--- config.mk ---
export PLATFORM = sky130hd
export DESIGN_NAME = switch_input_config
export DESIGN_NICKNAME = d
export VERILOG_FILES = /design/src/switch_input_types.sv /design/src/level_judge.sv /design/src/switch_input_config.sv
export VERILOG_INCLUDE_DIRS = /design/src /design/src/src
export SDC_FILE = /design/constraint.sdc
export NUM_CORES = 2
export LEC_CHECK = 0
export BUFFER_PORTS_ARGS = -buffer_cell sky130_fd_sc_hd__buf_4
export CORE_UTILIZATION = 35
export CTS_BUF_LIST = sky130_fd_sc_hd__clkbuf_8
export DETAILED_ROUTE_END_ITERATION = 10
export SETUP_SLACK_MARGIN = 0.2
export SLEW_MARGIN = 20
export SYNTH_ARGS = -nofsm -noshare
export SYNTH_HDL_FRONTEND = slang
export SYNTH_HIERARCHICAL = 1
export SYNTH_SLANG_ARGS = --single-unit
--- constraint.sdc ---
create_clock -name clock -period 13.15 [get_ports clock]
set_clock_uncertainty 0.15 [all_clocks]
set_input_delay 0.6575 -clock clock [delete_from_list [all_inputs] [get_ports clock]]
set_output_delay 0.6575 -clock clock [all_outputs]
set_load 0.02 [all_outputs]
--- src/switch_input_cfg.svh ---
// Constants for the switch input configuration block: register offsets,
// field positions, reset values and timing counts.
// Assumes the register port uses a 6-bit word address.
`ifndef SWITCH_INPUT_CFG_SVH
`define SWITCH_INPUT_CFG_SVH

`define REG_RUN          6'h00
`define REG_CS_SELECT    6'h01
`define REG_MODE         6'h02
`define REG_IN_EN        6'h03
`define REG_COMP_LEVEL   6'h04
`define REG_WET_A        6'h05
`define REG_WET_B        6'h06
`define REG_SHARED       6'h07
`define REG_SLOT_PAGE    3'h1
`define REG_ASSIGN_A     6'h10
`define REG_ASSIGN_B     6'h11
`define REG_PAIR_LOW     6'h12
`define REG_PAIR_HIGH    6'h13
`define REG_TRIPLE_LOW   6'h14
`define REG_TRIPLE_MID   6'h15
`define REG_TRIPLE_HIGH  6'h16
`define REG_LAST_LEVEL4  6'h17
`define REG_LAST_LEVEL5  6'h18
`define REG_COMP_STATE   6'h19
`define REG_ADC_STATE_LO 6'h1A
`define REG_ADC_STATE_HI 6'h1B
`define REG_IRQ_COMP     6'h1C
`define REG_IRQ_ADC_LO   6'h1D
`define REG_IRQ_ADC_HI   6'h1E
`define REG_MASK_COMP    6'h1F
`define REG_ADC_MASK_1   6'h20
`define REG_ADC_MASK_2   6'h21

`define RUN_BIT          0
`define CCP_BIT          1

`define RST_CS_SELECT    10'h000
`define RST_MODE         24'h000000
`define RST_IN_EN        24'h000000
`define RST_COMP_LEVEL   12'h000
`define RST_WET          18'h00000
`define RST_LEVEL        10'h000
`define RST_ASSIGN_A     30'h00000000
`define RST_ASSIGN_B     6'h00
`define RST_MASK_COMP    24'h000000
`define RST_MASK_ADC     56'h00000000000000

`define WET_CLEAN_CODE   3'h4
`define ADC_MAX_CODE     1023
`define ADC_FULL_MV      6000
`define COMP_LEVEL0_MV   2000
`define COMP_LEVEL1_MV   2700
`define COMP_LEVEL2_MV   3000
`define COMP_LEVEL3_MV   4000

`define CLOCK_MHZ        25
`define TICK_CYCLES      (`CLOCK_MHZ)
`define CLEAN_PULSE_US   20

`endif

--- src/switch_input_types.sv ---
// Types shared by the switch input configuration block.
// Assumes nothing beyond a SystemVerilog compiler.
package switch_input_types;
    typedef logic [2:0] wet_code_t;
    typedef logic [9:0] level_t;
    typedef enum logic [0:0] {
        ccp_idle,
        ccp_clean
    } ccp_state_t;
endpackage : switch_input_types
--- src/level_judge.sv ---
// Judges one ADC sample against the threshold levels of its input.
// Assumes sample and settings are stable in the clock domain of the caller.
`timescale 1ns/1ps
module level_judge
    import switch_input_types::*;
(
    input  wire logic [4:0]  input_index,
    input  wire logic [9:0]  code,
    input  wire logic [79:0] slot_levels,
    input  wire logic [35:0] slot_assign,
    input  wire level_t      shared_level,
    input  wire level_t      pair_low,
    input  wire level_t      pair_high,
    input  wire level_t      triple_low,
    input  wire level_t      triple_mid,
    input  wire level_t      triple_high,
    input  wire level_t      last_level4,
    input  wire level_t      last_level5,
    output logic [4:0]       above
);
    always_comb begin
        int     base;
        logic [2:0] sel;
        base  = 3 * int'(input_index);
        sel   = 3'h0;
        above = 5'h00;
        if (input_index < 5'h0C) begin
            sel      = slot_assign[base +: 3];
            above[0] = code > slot_levels[int'(sel) * 10 +: 10];
            above[1] = code > shared_level;
        end else if (input_index < 5'h12) begin
            above[0] = code > pair_low;
            above[1] = code > pair_high;
        end else begin
            above[0] = code > triple_low;
            above[1] = code > triple_mid;
            above[2] = code > triple_high;
            if (input_index == 5'h17) begin
                above[3] = code > last_level4;
                above[4] = code > last_level5;
            end
        end
    end
endmodule : level_judge

--- src/switch_input_config.sv ---
// Configuration and detection front end for 24 switch inputs.
// Assumes samples and the poll-end pulse come from logic on the same clock.
`timescale 1ns/1ps
`include "switch_input_cfg.svh"

// What this block does
// - Inputs 10 to 23 always use a current source and never a sink.
// - One select bit per input 0 to 9 picks the sink when 1, the source after reset.
// - Each input has a mode bit choosing comparator or ADC judgement.
// - Reset puts every input into comparator mode.
// - A disabled input has source and sink off and is not monitored.
// - Reset clears every input enable bit.
// - Each group of four inputs picks one of four comparator levels, 2, 2.7, 3 or 4 V.
// - Inputs 0 to 11 in ADC mode each use one of eight 10-bit programmable levels.
// - A shared level applies to inputs 0 to 11 beside each one's own level.
// - Inputs 12-17 use two levels, 18-22 three, and input 23 five.
// - Wetting current is one of 0, 1, 2, 5, 10 or 15 mA over two registers, 0 mA after reset.
// - The ADC maps 0 V to 6 V onto its full 10-bit code range.
// - With cleaning polling on, a short high-current pulse ends every polling cycle.
module switch_input_config
    import switch_input_types::*;
(
    input  wire logic        clock,
    input  wire logic        rst,
    input  wire logic [5:0]  reg_addr,
    input  wire logic [31:0] reg_wdata,
    input  wire logic        reg_write,
    input  wire logic        reg_read,
    output logic      [31:0] reg_rdata,
    input  wire logic        sample_valid,
    input  wire logic [4:0]  sample_input,
    input  wire logic [9:0]  sample_code,
    input  wire logic        poll_cycle_end,
    output logic      [23:0] source_enable,
    output logic      [9:0]  sink_enable,
    output logic      [71:0] wetting_code,
    output logic      [23:0] adc_path_select,
    output logic             running,
    output logic             cleaning_active,
    output logic             irq
);
    ////////////////////////////////////////////////////////////////////////////
    // Configuration registers

    logic         run, next_run;
    logic         ccp_en, next_ccp_en;
    logic [9:0]   cs_select, next_cs_select;
    logic [23:0]  mode, next_mode;
    logic [23:0]  in_en, next_in_en;
    logic [11:0]  comp_level, next_comp_level;
    logic [35:0]  wet_cfg, next_wet_cfg;
    level_t       shared_level, next_shared_level;
    logic [79:0]  slots, next_slots;
    logic [35:0]  slot_assign, next_slot_assign;
    level_t       pair_low, next_pair_low;
    level_t       pair_high, next_pair_high;
    level_t       triple_low, next_triple_low;
    level_t       triple_mid, next_triple_mid;
    level_t       triple_high, next_triple_high;
    level_t       last_level4, next_last_level4;
    level_t       last_level5, next_last_level5;
    logic [23:0]  mask_comp, next_mask_comp;
    logic [55:0]  mask_adc, next_mask_adc;

    always_comb begin
        next_run          = run;
        next_ccp_en       = ccp_en;
        next_cs_select    = cs_select;
        next_mode         = mode;
        next_in_en        = in_en;
        next_comp_level   = comp_level;
        next_wet_cfg      = wet_cfg;
        next_shared_level = shared_level;
        next_slots        = slots;
        next_slot_assign  = slot_assign;
        next_pair_low     = pair_low;
        next_pair_high    = pair_high;
        next_triple_low   = triple_low;
        next_triple_mid   = triple_mid;
        next_triple_high  = triple_high;
        next_last_level4  = last_level4;
        next_last_level5  = last_level5;
        next_mask_comp    = mask_comp;
        next_mask_adc     = mask_adc;
        if (reg_write) begin
            case (reg_addr)
                `REG_RUN: begin
                    next_run    = reg_wdata[`RUN_BIT];
                    next_ccp_en = reg_wdata[`CCP_BIT];
                end
                `REG_MASK_COMP:  next_mask_comp       = reg_wdata[23:0];
                `REG_ADC_MASK_1: next_mask_adc[31:0]  = reg_wdata;
                `REG_ADC_MASK_2: next_mask_adc[55:32] = reg_wdata[23:0];
                default: ;
            endcase
            // Settings are frozen while running so sampling never sees a half change
            if (!run) begin
                if (reg_addr[5:3] == `REG_SLOT_PAGE) begin
                    next_slots[int'(reg_addr[2:0]) * 10 +: 10] = reg_wdata[9:0];
                end
                case (reg_addr)
                    `REG_CS_SELECT:   next_cs_select        = reg_wdata[9:0];
                    `REG_MODE:        next_mode             = reg_wdata[23:0];
                    `REG_IN_EN:       next_in_en            = reg_wdata[23:0];
                    `REG_COMP_LEVEL:  next_comp_level       = reg_wdata[11:0];
                    `REG_WET_A:       next_wet_cfg[17:0]    = reg_wdata[17:0];
                    `REG_WET_B:       next_wet_cfg[35:18]   = reg_wdata[17:0];
                    `REG_SHARED:      next_shared_level     = reg_wdata[9:0];
                    `REG_ASSIGN_A:    next_slot_assign[29:0]  = reg_wdata[29:0];
                    `REG_ASSIGN_B:    next_slot_assign[35:30] = reg_wdata[5:0];
                    `REG_PAIR_LOW:    next_pair_low         = reg_wdata[9:0];
                    `REG_PAIR_HIGH:   next_pair_high        = reg_wdata[9:0];
                    `REG_TRIPLE_LOW:  next_triple_low       = reg_wdata[9:0];
                    `REG_TRIPLE_MID:  next_triple_mid       = reg_wdata[9:0];
                    `REG_TRIPLE_HIGH: next_triple_high      = reg_wdata[9:0];
                    `REG_LAST_LEVEL4: next_last_level4      = reg_wdata[9:0];
                    `REG_LAST_LEVEL5: next_last_level5      = reg_wdata[9:0];
                    default: ;
                endcase
            end
        end
    end

    always_ff @(posedge clock) begin
        if (rst) begin
            run          <= 1'b0;
            ccp_en       <= 1'b0;
            cs_select    <= `RST_CS_SELECT;
            mode         <= `RST_MODE;
            in_en        <= `RST_IN_EN;
            comp_level   <= `RST_COMP_LEVEL;
            wet_cfg      <= {2{`RST_WET}};
            shared_level <= `RST_LEVEL;
            slots        <= {8{`RST_LEVEL}};
            slot_assign  <= {`RST_ASSIGN_B, `RST_ASSIGN_A};
            pair_low     <= `RST_LEVEL;
            pair_high    <= `RST_LEVEL;
            triple_low   <= `RST_LEVEL;
            triple_mid   <= `RST_LEVEL;
            triple_high  <= `RST_LEVEL;
            last_level4  <= `RST_LEVEL;
            last_level5  <= `RST_LEVEL;
            mask_comp    <= `RST_MASK_COMP;
            mask_adc     <= `RST_MASK_ADC;
        end else begin
            run          <= next_run;
            ccp_en       <= next_ccp_en;
            cs_select    <= next_cs_select;
            mode         <= next_mode;
            in_en        <= next_in_en;
            comp_level   <= next_comp_level;
            wet_cfg      <= next_wet_cfg;
            shared_level <= next_shared_level;
            slots        <= next_slots;
            slot_assign  <= next_slot_assign;
            pair_low     <= next_pair_low;
            pair_high    <= next_pair_high;
            triple_low   <= next_triple_low;
            triple_mid   <= next_triple_mid;
            triple_high  <= next_triple_high;
            last_level4  <= next_last_level4;
            last_level5  <= next_last_level5;
            mask_comp    <= next_mask_comp;
            mask_adc     <= next_mask_adc;
        end
    end

    ////////////////////////////////////////////////////////////////////////////
    // Sample judgement and status

    // Comparator level as an ADC code over the 0 V to 6 V span
    function automatic level_t comp_code(input logic [1:0] sel);
        int mv;
        case (sel)
            2'h0:    mv = `COMP_LEVEL0_MV;
            2'h1:    mv = `COMP_LEVEL1_MV;
            2'h2:    mv = `COMP_LEVEL2_MV;
            default: mv = `COMP_LEVEL3_MV;
        endcase
        return level_t'(mv * `ADC_MAX_CODE / `ADC_FULL_MV);
    endfunction : comp_code

    function automatic int input_of(input int b);
        if (b < 24) return b / 2;
        if (b < 36) return 12 + (b - 24) / 2;
        if (b < 51) return 18 + (b - 36) / 3;
        return 23;
    endfunction : input_of

    function automatic int level_of(input int b);
        if (b < 24) return b % 2;
        if (b < 36) return (b - 24) % 2;
        if (b < 51) return (b - 36) % 3;
        return b - 51;
    endfunction : level_of

    logic [4:0]  above;
    logic [23:0] hit;
    logic [23:0] comp_state, next_comp_state, comp_evt;
    logic [55:0] adc_state, next_adc_state, adc_evt;
    logic [23:0] irq_comp, next_irq_comp;
    logic [55:0] irq_adc, next_irq_adc;

    level_judge judge (
        .input_index  (sample_input),
        .code         (sample_code),
        .slot_levels  (slots),
        .slot_assign  (slot_assign),
        .shared_level (shared_level),
        .pair_low     (pair_low),
        .pair_high    (pair_high),
        .triple_low   (triple_low),
        .triple_mid   (triple_mid),
        .triple_high  (triple_high),
        .last_level4  (last_level4),
        .last_level5  (last_level5),
        .above        (above)
    );

    for (genvar i = 0; i < 24; i++) begin : g_input
        // Disabled inputs ignore samples and keep their last state
        assign hit[i] = sample_valid & run & in_en[i] & (sample_input == 5'(i));
        assign next_comp_state[i] = (hit[i] & ~mode[i])
                                  ? (sample_code > comp_code(comp_level[(i / 4) * 2 +: 2]))
                                  : comp_state[i];
        assign comp_evt[i] = next_comp_state[i] ^ comp_state[i];
    end

    for (genvar b = 0; b < 56; b++) begin : g_level
        localparam int IDX = input_of(b);
        localparam int LVL = level_of(b);
        assign next_adc_state[b] = (hit[IDX] & mode[IDX]) ? above[LVL] : adc_state[b];
        assign adc_evt[b] = next_adc_state[b] ^ adc_state[b];
    end

    always_comb begin
        logic clr_comp, clr_lo, clr_hi;
        clr_comp = reg_read & (reg_addr == `REG_IRQ_COMP);
        clr_lo   = reg_read & (reg_addr == `REG_IRQ_ADC_LO);
        clr_hi   = reg_read & (reg_addr == `REG_IRQ_ADC_HI);
        // New events win over a read clear in the same cycle
        next_irq_comp         = (clr_comp ? 24'h000000 : irq_comp) | comp_evt;
        next_irq_adc[31:0]    = (clr_lo ? 32'h00000000 : irq_adc[31:0]) | adc_evt[31:0];
        next_irq_adc[55:32]   = (clr_hi ? 24'h000000 : irq_adc[55:32]) | adc_evt[55:32];
    end

    always_ff @(posedge clock) begin
        if (rst) begin
            comp_state <= 24'h000000;
            adc_state  <= 56'h00000000000000;
            irq_comp   <= 24'h000000;
            irq_adc    <= 56'h00000000000000;
        end else begin
            comp_state <= next_comp_state;
            adc_state  <= next_adc_state;
            irq_comp   <= next_irq_comp;
            irq_adc    <= next_irq_adc;
        end
    end

    ////////////////////////////////////////////////////////////////////////////
    // Contact cleaning pulse, timed in microsecond ticks

    ccp_state_t  ccp_state, next_ccp_state;
    logic [4:0]  tick_div, next_tick_div;
    logic [4:0]  clean_left, next_clean_left;
    logic        tick;

    assign tick = (tick_div == 5'(`TICK_CYCLES - 1));

    always_comb begin
        next_tick_div   = tick ? 5'h00 : tick_div + 5'h01;
        next_ccp_state  = ccp_state;
        next_clean_left = clean_left;
        case (ccp_state)
            ccp_idle: begin
                if (poll_cycle_end & ccp_en & run) begin
                    next_ccp_state  = ccp_clean;
                    next_clean_left = 5'(`CLEAN_PULSE_US);
                    next_tick_div   = 5'h00;
                end
            end
            ccp_clean: begin
                if (!run) begin
                    next_ccp_state = ccp_idle;
                end else if (tick) begin
                    next_clean_left = clean_left - 5'h01;
                    if (clean_left == 5'h01) begin
                        next_ccp_state = ccp_idle;
                    end
                end
            end
            default: next_ccp_state = ccp_idle;
        endcase
    end

    always_ff @(posedge clock) begin
        if (rst) begin
            ccp_state  <= ccp_idle;
            tick_div   <= 5'h00;
            clean_left <= 5'h00;
        end else begin
            ccp_state  <= next_ccp_state;
            tick_div   <= next_tick_div;
            clean_left <= next_clean_left;
        end
    end

    ////////////////////////////////////////////////////////////////////////////
    // Analog controls, read port and interrupt

    logic [23:0] next_source;
    logic [9:0]  next_sink;
    logic [71:0] next_wet;
    logic [31:0] next_rdata;
    logic        cleaning;

    assign cleaning = (ccp_state == ccp_clean);

    for (genvar i = 0; i < 24; i++) begin : g_drive
        if (i < 10) begin : g_dual
            assign next_source[i] = run & in_en[i] & ~cs_select[i];
            assign next_sink[i]   = run & in_en[i] & cs_select[i];
        end else begin : g_source_only
            assign next_source[i] = run & in_en[i];
        end
        // Cleaning overrides the programmed current on every input
        assign next_wet[i * 3 +: 3] = cleaning ? `WET_CLEAN_CODE : wet_cfg[(i / 2) * 3 +: 3];
    end

    always_comb begin
        next_rdata = 32'h00000000;
        if (reg_read) begin
            if (reg_addr[5:3] == `REG_SLOT_PAGE) begin
                next_rdata[9:0] = slots[int'(reg_addr[2:0]) * 10 +: 10];
            end
            case (reg_addr)
                `REG_RUN:          next_rdata[1:0]  = {ccp_en, run};
                `REG_CS_SELECT:    next_rdata[9:0]  = cs_select;
                `REG_MODE:         next_rdata[23:0] = mode;
                `REG_IN_EN:        next_rdata[23:0] = in_en;
                `REG_COMP_LEVEL:   next_rdata[11:0] = comp_level;
                `REG_WET_A:        next_rdata[17:0] = wet_cfg[17:0];
                `REG_WET_B:        next_rdata[17:0] = wet_cfg[35:18];
                `REG_SHARED:       next_rdata[9:0]  = shared_level;
                `REG_ASSIGN_A:     next_rdata[29:0] = slot_assign[29:0];
                `REG_ASSIGN_B:     next_rdata[5:0]  = slot_assign[35:30];
                `REG_PAIR_LOW:     next_rdata[9:0]  = pair_low;
                `REG_PAIR_HIGH:    next_rdata[9:0]  = pair_high;
                `REG_TRIPLE_LOW:   next_rdata[9:0]  = triple_low;
                `REG_TRIPLE_MID:   next_rdata[9:0]  = triple_mid;
                `REG_TRIPLE_HIGH:  next_rdata[9:0]  = triple_high;
                `REG_LAST_LEVEL4:  next_rdata[9:0]  = last_level4;
                `REG_LAST_LEVEL5:  next_rdata[9:0]  = last_level5;
                `REG_COMP_STATE:   next_rdata[23:0] = comp_state;
                `REG_ADC_STATE_LO: next_rdata       = adc_state[31:0];
                `REG_ADC_STATE_HI: next_rdata[23:0] = adc_state[55:32];
                `REG_IRQ_COMP:     next_rdata[23:0] = irq_comp;
                `REG_IRQ_ADC_LO:   next_rdata       = irq_adc[31:0];
                `REG_IRQ_ADC_HI:   next_rdata[23:0] = irq_adc[55:32];
                `REG_MASK_COMP:    next_rdata[23:0] = mask_comp;
                `REG_ADC_MASK_1:   next_rdata       = mask_adc[31:0];
                `REG_ADC_MASK_2:   next_rdata[23:0] = mask_adc[55:32];
                default: ;
            endcase
        end
    end

    always_ff @(posedge clock) begin
        if (rst) begin
            reg_rdata       <= 32'h00000000;
            source_enable   <= 24'h000000;
            sink_enable     <= 10'h000;
            wetting_code    <= 72'h000000000000000000;
            adc_path_select <= 24'h000000;
            running         <= 1'b0;
            cleaning_active <= 1'b0;
            irq             <= 1'b0;
        end else begin
            reg_rdata       <= next_rdata;
            source_enable   <= next_source;
            sink_enable     <= next_sink;
            wetting_code    <= next_wet;
            adc_path_select <= mode & in_en;
            running         <= run;
            cleaning_active <= cleaning;
            irq             <= |{next_irq_comp & mask_comp, next_irq_adc & mask_adc};
        end
    end
endmodule : switch_input_config

==> impl_metrics.py <==
metrics = {
    "outcome": {
        "status": "finished, final reports clean",
    },
    "global_routing": {
        "grt_max_degree": 94,
        "antenna_found_initial": 15,
        "grt.total_usage_pct": 30.3,
        "grt_use_met2_pct": 44.6,
        "gr-max-usage-layer": "met2",
        "grtUsageMet3_pct": 7.24,
        "grt_pass1_vias": 33900,
        "gr-usage-met1_pct": 41.3,
        "grt_pass1_wl_um": 243000,
        "grt_remaining_overflow": 0,
    },
    "placed_design": {
        "placed_cells": 5947,
        "hpwl_um": 121000,
        "routabilityCongestion": 1.02,
        "port_buffers": 223,
        "post-place-ws_ps": 6010,
    },
    "timing": {
        "finalSetupViolations": 0,
        "min_period_ps": 6810,
        "maxSlewHeadroom_pct": 14.5,
        "max_freq_mhz": 147,
        "rsz0062_at_grt": "false",
        "finalWorstSetupSlack_ps": 6340,
        "tns_ps": 0,
        "drv_slew": 0,
        "tightest_slew_ps": 1270,
        "period_share_pct": 51.8,
        "hold_viol": 0,
    },
    "yosys": {
        "synth_fp_nets": 4894,
        "yosys.area_share.xor_xnor_pct": 2.23,
        "synth_most_common_cell": "nand2_1",
        "ys.flop_type": "dfxtp_1",
        "async_flop_share_pct": 0,
        "yosysTopAreaCell": "dfxtp_1",
        "synthTopCellsByArea": "dfxtp_1 (36%), nand2_1 (7.6%), ha_1 (7.6%)",
        "synth-seq-area-share_pct": 36.4,
        "syn_area_um2": 37600,
        "ys_ff_latch": 684,
        "synthSimpleGateAreaFrac_pct": 22.9,
        "yosysUniqueCellTypes": 113,
        "synth-edff-count": 0,
        "synth-compound-area-share_pct": 18.6,
        "synth_common_cells": "nand2_1 (765), dfxtp_1 (684), nor2_1 (432)",
        "synth_top_family_by_area": "simple AND/OR/NAND/NOR gates",
        "ys_warn_count": 6,
        "synth_area_per_cell_um2": 8.17,
        "postSynthCellCount": 4607,
        "synth_top_area_share_pct": 36.4,
        "synthAdderAreaFrac_pct": 7.58,
        "synthMuxAreaShare_pct": 6.67,
    },
    "die": {
        "die_w_um": 330,
        "pin_count": 224,
        "rows": 119,
        "core_um2": 106000,
        "start_util_pct": 35.5,
        "die_area_um2": 109000,
        "die_height_um": 330,
    },
    "setup_path": {
        "cp_max_fo": 48,
        "crit_arrival_ps": 7300,
        "endpoint_kind": "flip-flop",
        "crit_type": "flip-flop to flip-flop",
        "crit_required_ps": 13640,
        "start_kind": "flip-flop",
    },
    "route": {
        "drtIter0Drc": 5445,
        "drtPass1Iterations": 6,
        "drc": 0,
        "wl_um": 171000,
        "ant_nets": 0,
        "wire_per_inst_um": 27.7,
        "routed_via_density": 6.08,
        "vias": 37600,
    },
    "pwr": {
        "ir_drop_mv": 0.0679,
        "power.density_nw_per_um2": 108,
        "leakagePower_nw": 16.0,
        "power.total_w": 0.00461,
    },
    "finish": {
        "num-fill-cells": 10700,
        "area_delta_synth_final_pct": 13.7,
        "layout-drive-gt1-share_pct": 12.6,
        "stdcell_count": 6180,
        "final_util_pct": 40.4,
        "fin_nets": 4976,
    },
    "clock_tree": {
        "clock_latency_ps": 810,
        "clk_pin_slew_ps": 70,
        "cts_tree": "done",
        "cts_inserted_buffers": 117,
        "cts_root_buf": "clkbuf_8",
        "max-clock-path-buffers": 3,
        "cts.sinks": 684,
        "cts-resized-gates": 0,
        "htree_levels": 3,
    },
    "run": {
        "maxCapViolations": 0,
    },
    "min_path": {
        "min_path_type": "input pin to flip-flop",
    },
}
worst max-delay path, stage by stage, from the launching register on:
cell and delay (ps):
dfxtp_1 480, mux4_2 370, a21o_1 190, nand2_2 270, nor2_1 710, buf_4 320, mux2_4 180, o22ai_2 60
a211oi_2 250, ha_1 180, nor2b_1 50, o21a_1 160, o21a_1 160, o21ai_0 150, nand2b_1 70, a211oi_1 370
o31ai_4 110, buf_4 390, xor2_1 280, a22o_1 230, a32oi_1 170, nand3_1 170, nor4_1 440, nand4_1 240
nor4_1 320, a31oi_1 130
final cells by class:
| cell class | instances | area, um^2 | area share [%] |
|---|---|---|---|
| diodes | 7 | 17.5 | 0.0409 |
| clock buffers | 157 | 2160 | 5.05 |
| clock inverters | 55 | 360 | 0.842 |
| inverters | 147 | 552 | 1.29 |
| multi-input cells | 3431 | 21900 | 51.2 |
| flip-flops and latches | 684 | 13700 | 32.0 |
| well taps | 1391 | 1740 | 4.07 |
| repair buffers | 308 | 2350 | 5.50 |
routing by layer:
| metal | vias to the layer above | wire length, um |
|---|---|---|
| met3 | 517 | 20900 |
| li1 | 16600 | - |
| met1 | 18000 | 69200 |
| met5 | - | 52 |
| met4 | 8 | 9660 |
| met2 | 2536 | 71100 |
kinds of logic (layout without fill, tap and decap cells):
group | count (synthesis) | in the layout
other | 0 | 7
and+or+nand+nor | 1836 | 1836
DFF | 684 | 684
AOI/OAI and AO/OA | 1058 | 1058
adders and majority gates | 228 | 228
muxes | 215 | 215
buffers and inverters | 492 | 667
xor gates and xnor gates | 94 | 94
repair_timing:
action | CTS | global route
buffers inserted | 0 | 0
endpoints found under the hold margin | 37 | 0
hold buffers | 14 | 0
power by group:
group	internal [W]	switching (W)
registers	0.00208	0.00000946
clock network	0.00111	0.000964
logic	0.000120	0.000323
total	0.00331	0.00130
per-stage QoR:
step / hold slack (ps) / instance area [um^2]
6_report: 37.3 / 42800
5_1_grt: 21.3 / 42800
4_1_cts: 3.38 / 42800
3_5_place_dp: 308 / 40100
3_3_place_gp: 295 / 40100
2_1_floorplan: 271 / 37600
state kept, by name, indices dropped and copies added, names as in the netlist, 12 cells and up:
signal and flops:
adc_path_select 24, adc_state 56, comp_level 12, comp_state 24
in_en 24, irq_adc 56, irq_comp 24, mask_adc 56
mask_comp 24, mode 24, reg_rdata 32, slot_assign 36
slots 80, source_enable 24, wet_cfg 36, wetting_code 36
worst paths after layout:
path,cells after the start,slack (ps),from,to
worst max register to register,25,6340,slot_assign[15]$_SDFFE_PP0P_,irq$_SDFF_PP0_
worst min-delay path,3,40,reg_wdata[12],mask_adc[44]$_SDFFE_PP0P_
worst max-delay path,25,6340,slot_assign[15]$_SDFFE_PP0P_,irq$_SDFF_PP0_
worst min register to register,1,310,tick_div[0]$_SDFF_PP0_,tick_div[0]$_SDFF_PP0_
placed cells by master, fill, tap and decap left out, types with 18 or more instances in the layout:
cell,instances
nand2_1,764
nor4_1,24
xnor2_1,26
inv_1,175
o22ai_1,23
nor3_1,94
ha_1,228
o21ai_0,77
a22oi_1,231
mux2i_1,177
clkbuf_8,157
buf_4,293
nand3_1,139
and3_1,49
nand4_1,78
a22o_1,54
nor2_1,432
dfxtp_1,684
o211ai_1,18
xor2_1,64
nor2b_1,19
a221oi_1,45
and2_1,64
a21oi_1,401
a31oi_1,27
a21o_1,30
mux4_2,26
nand2b_1,29
(Power assumes the default switching activity.)
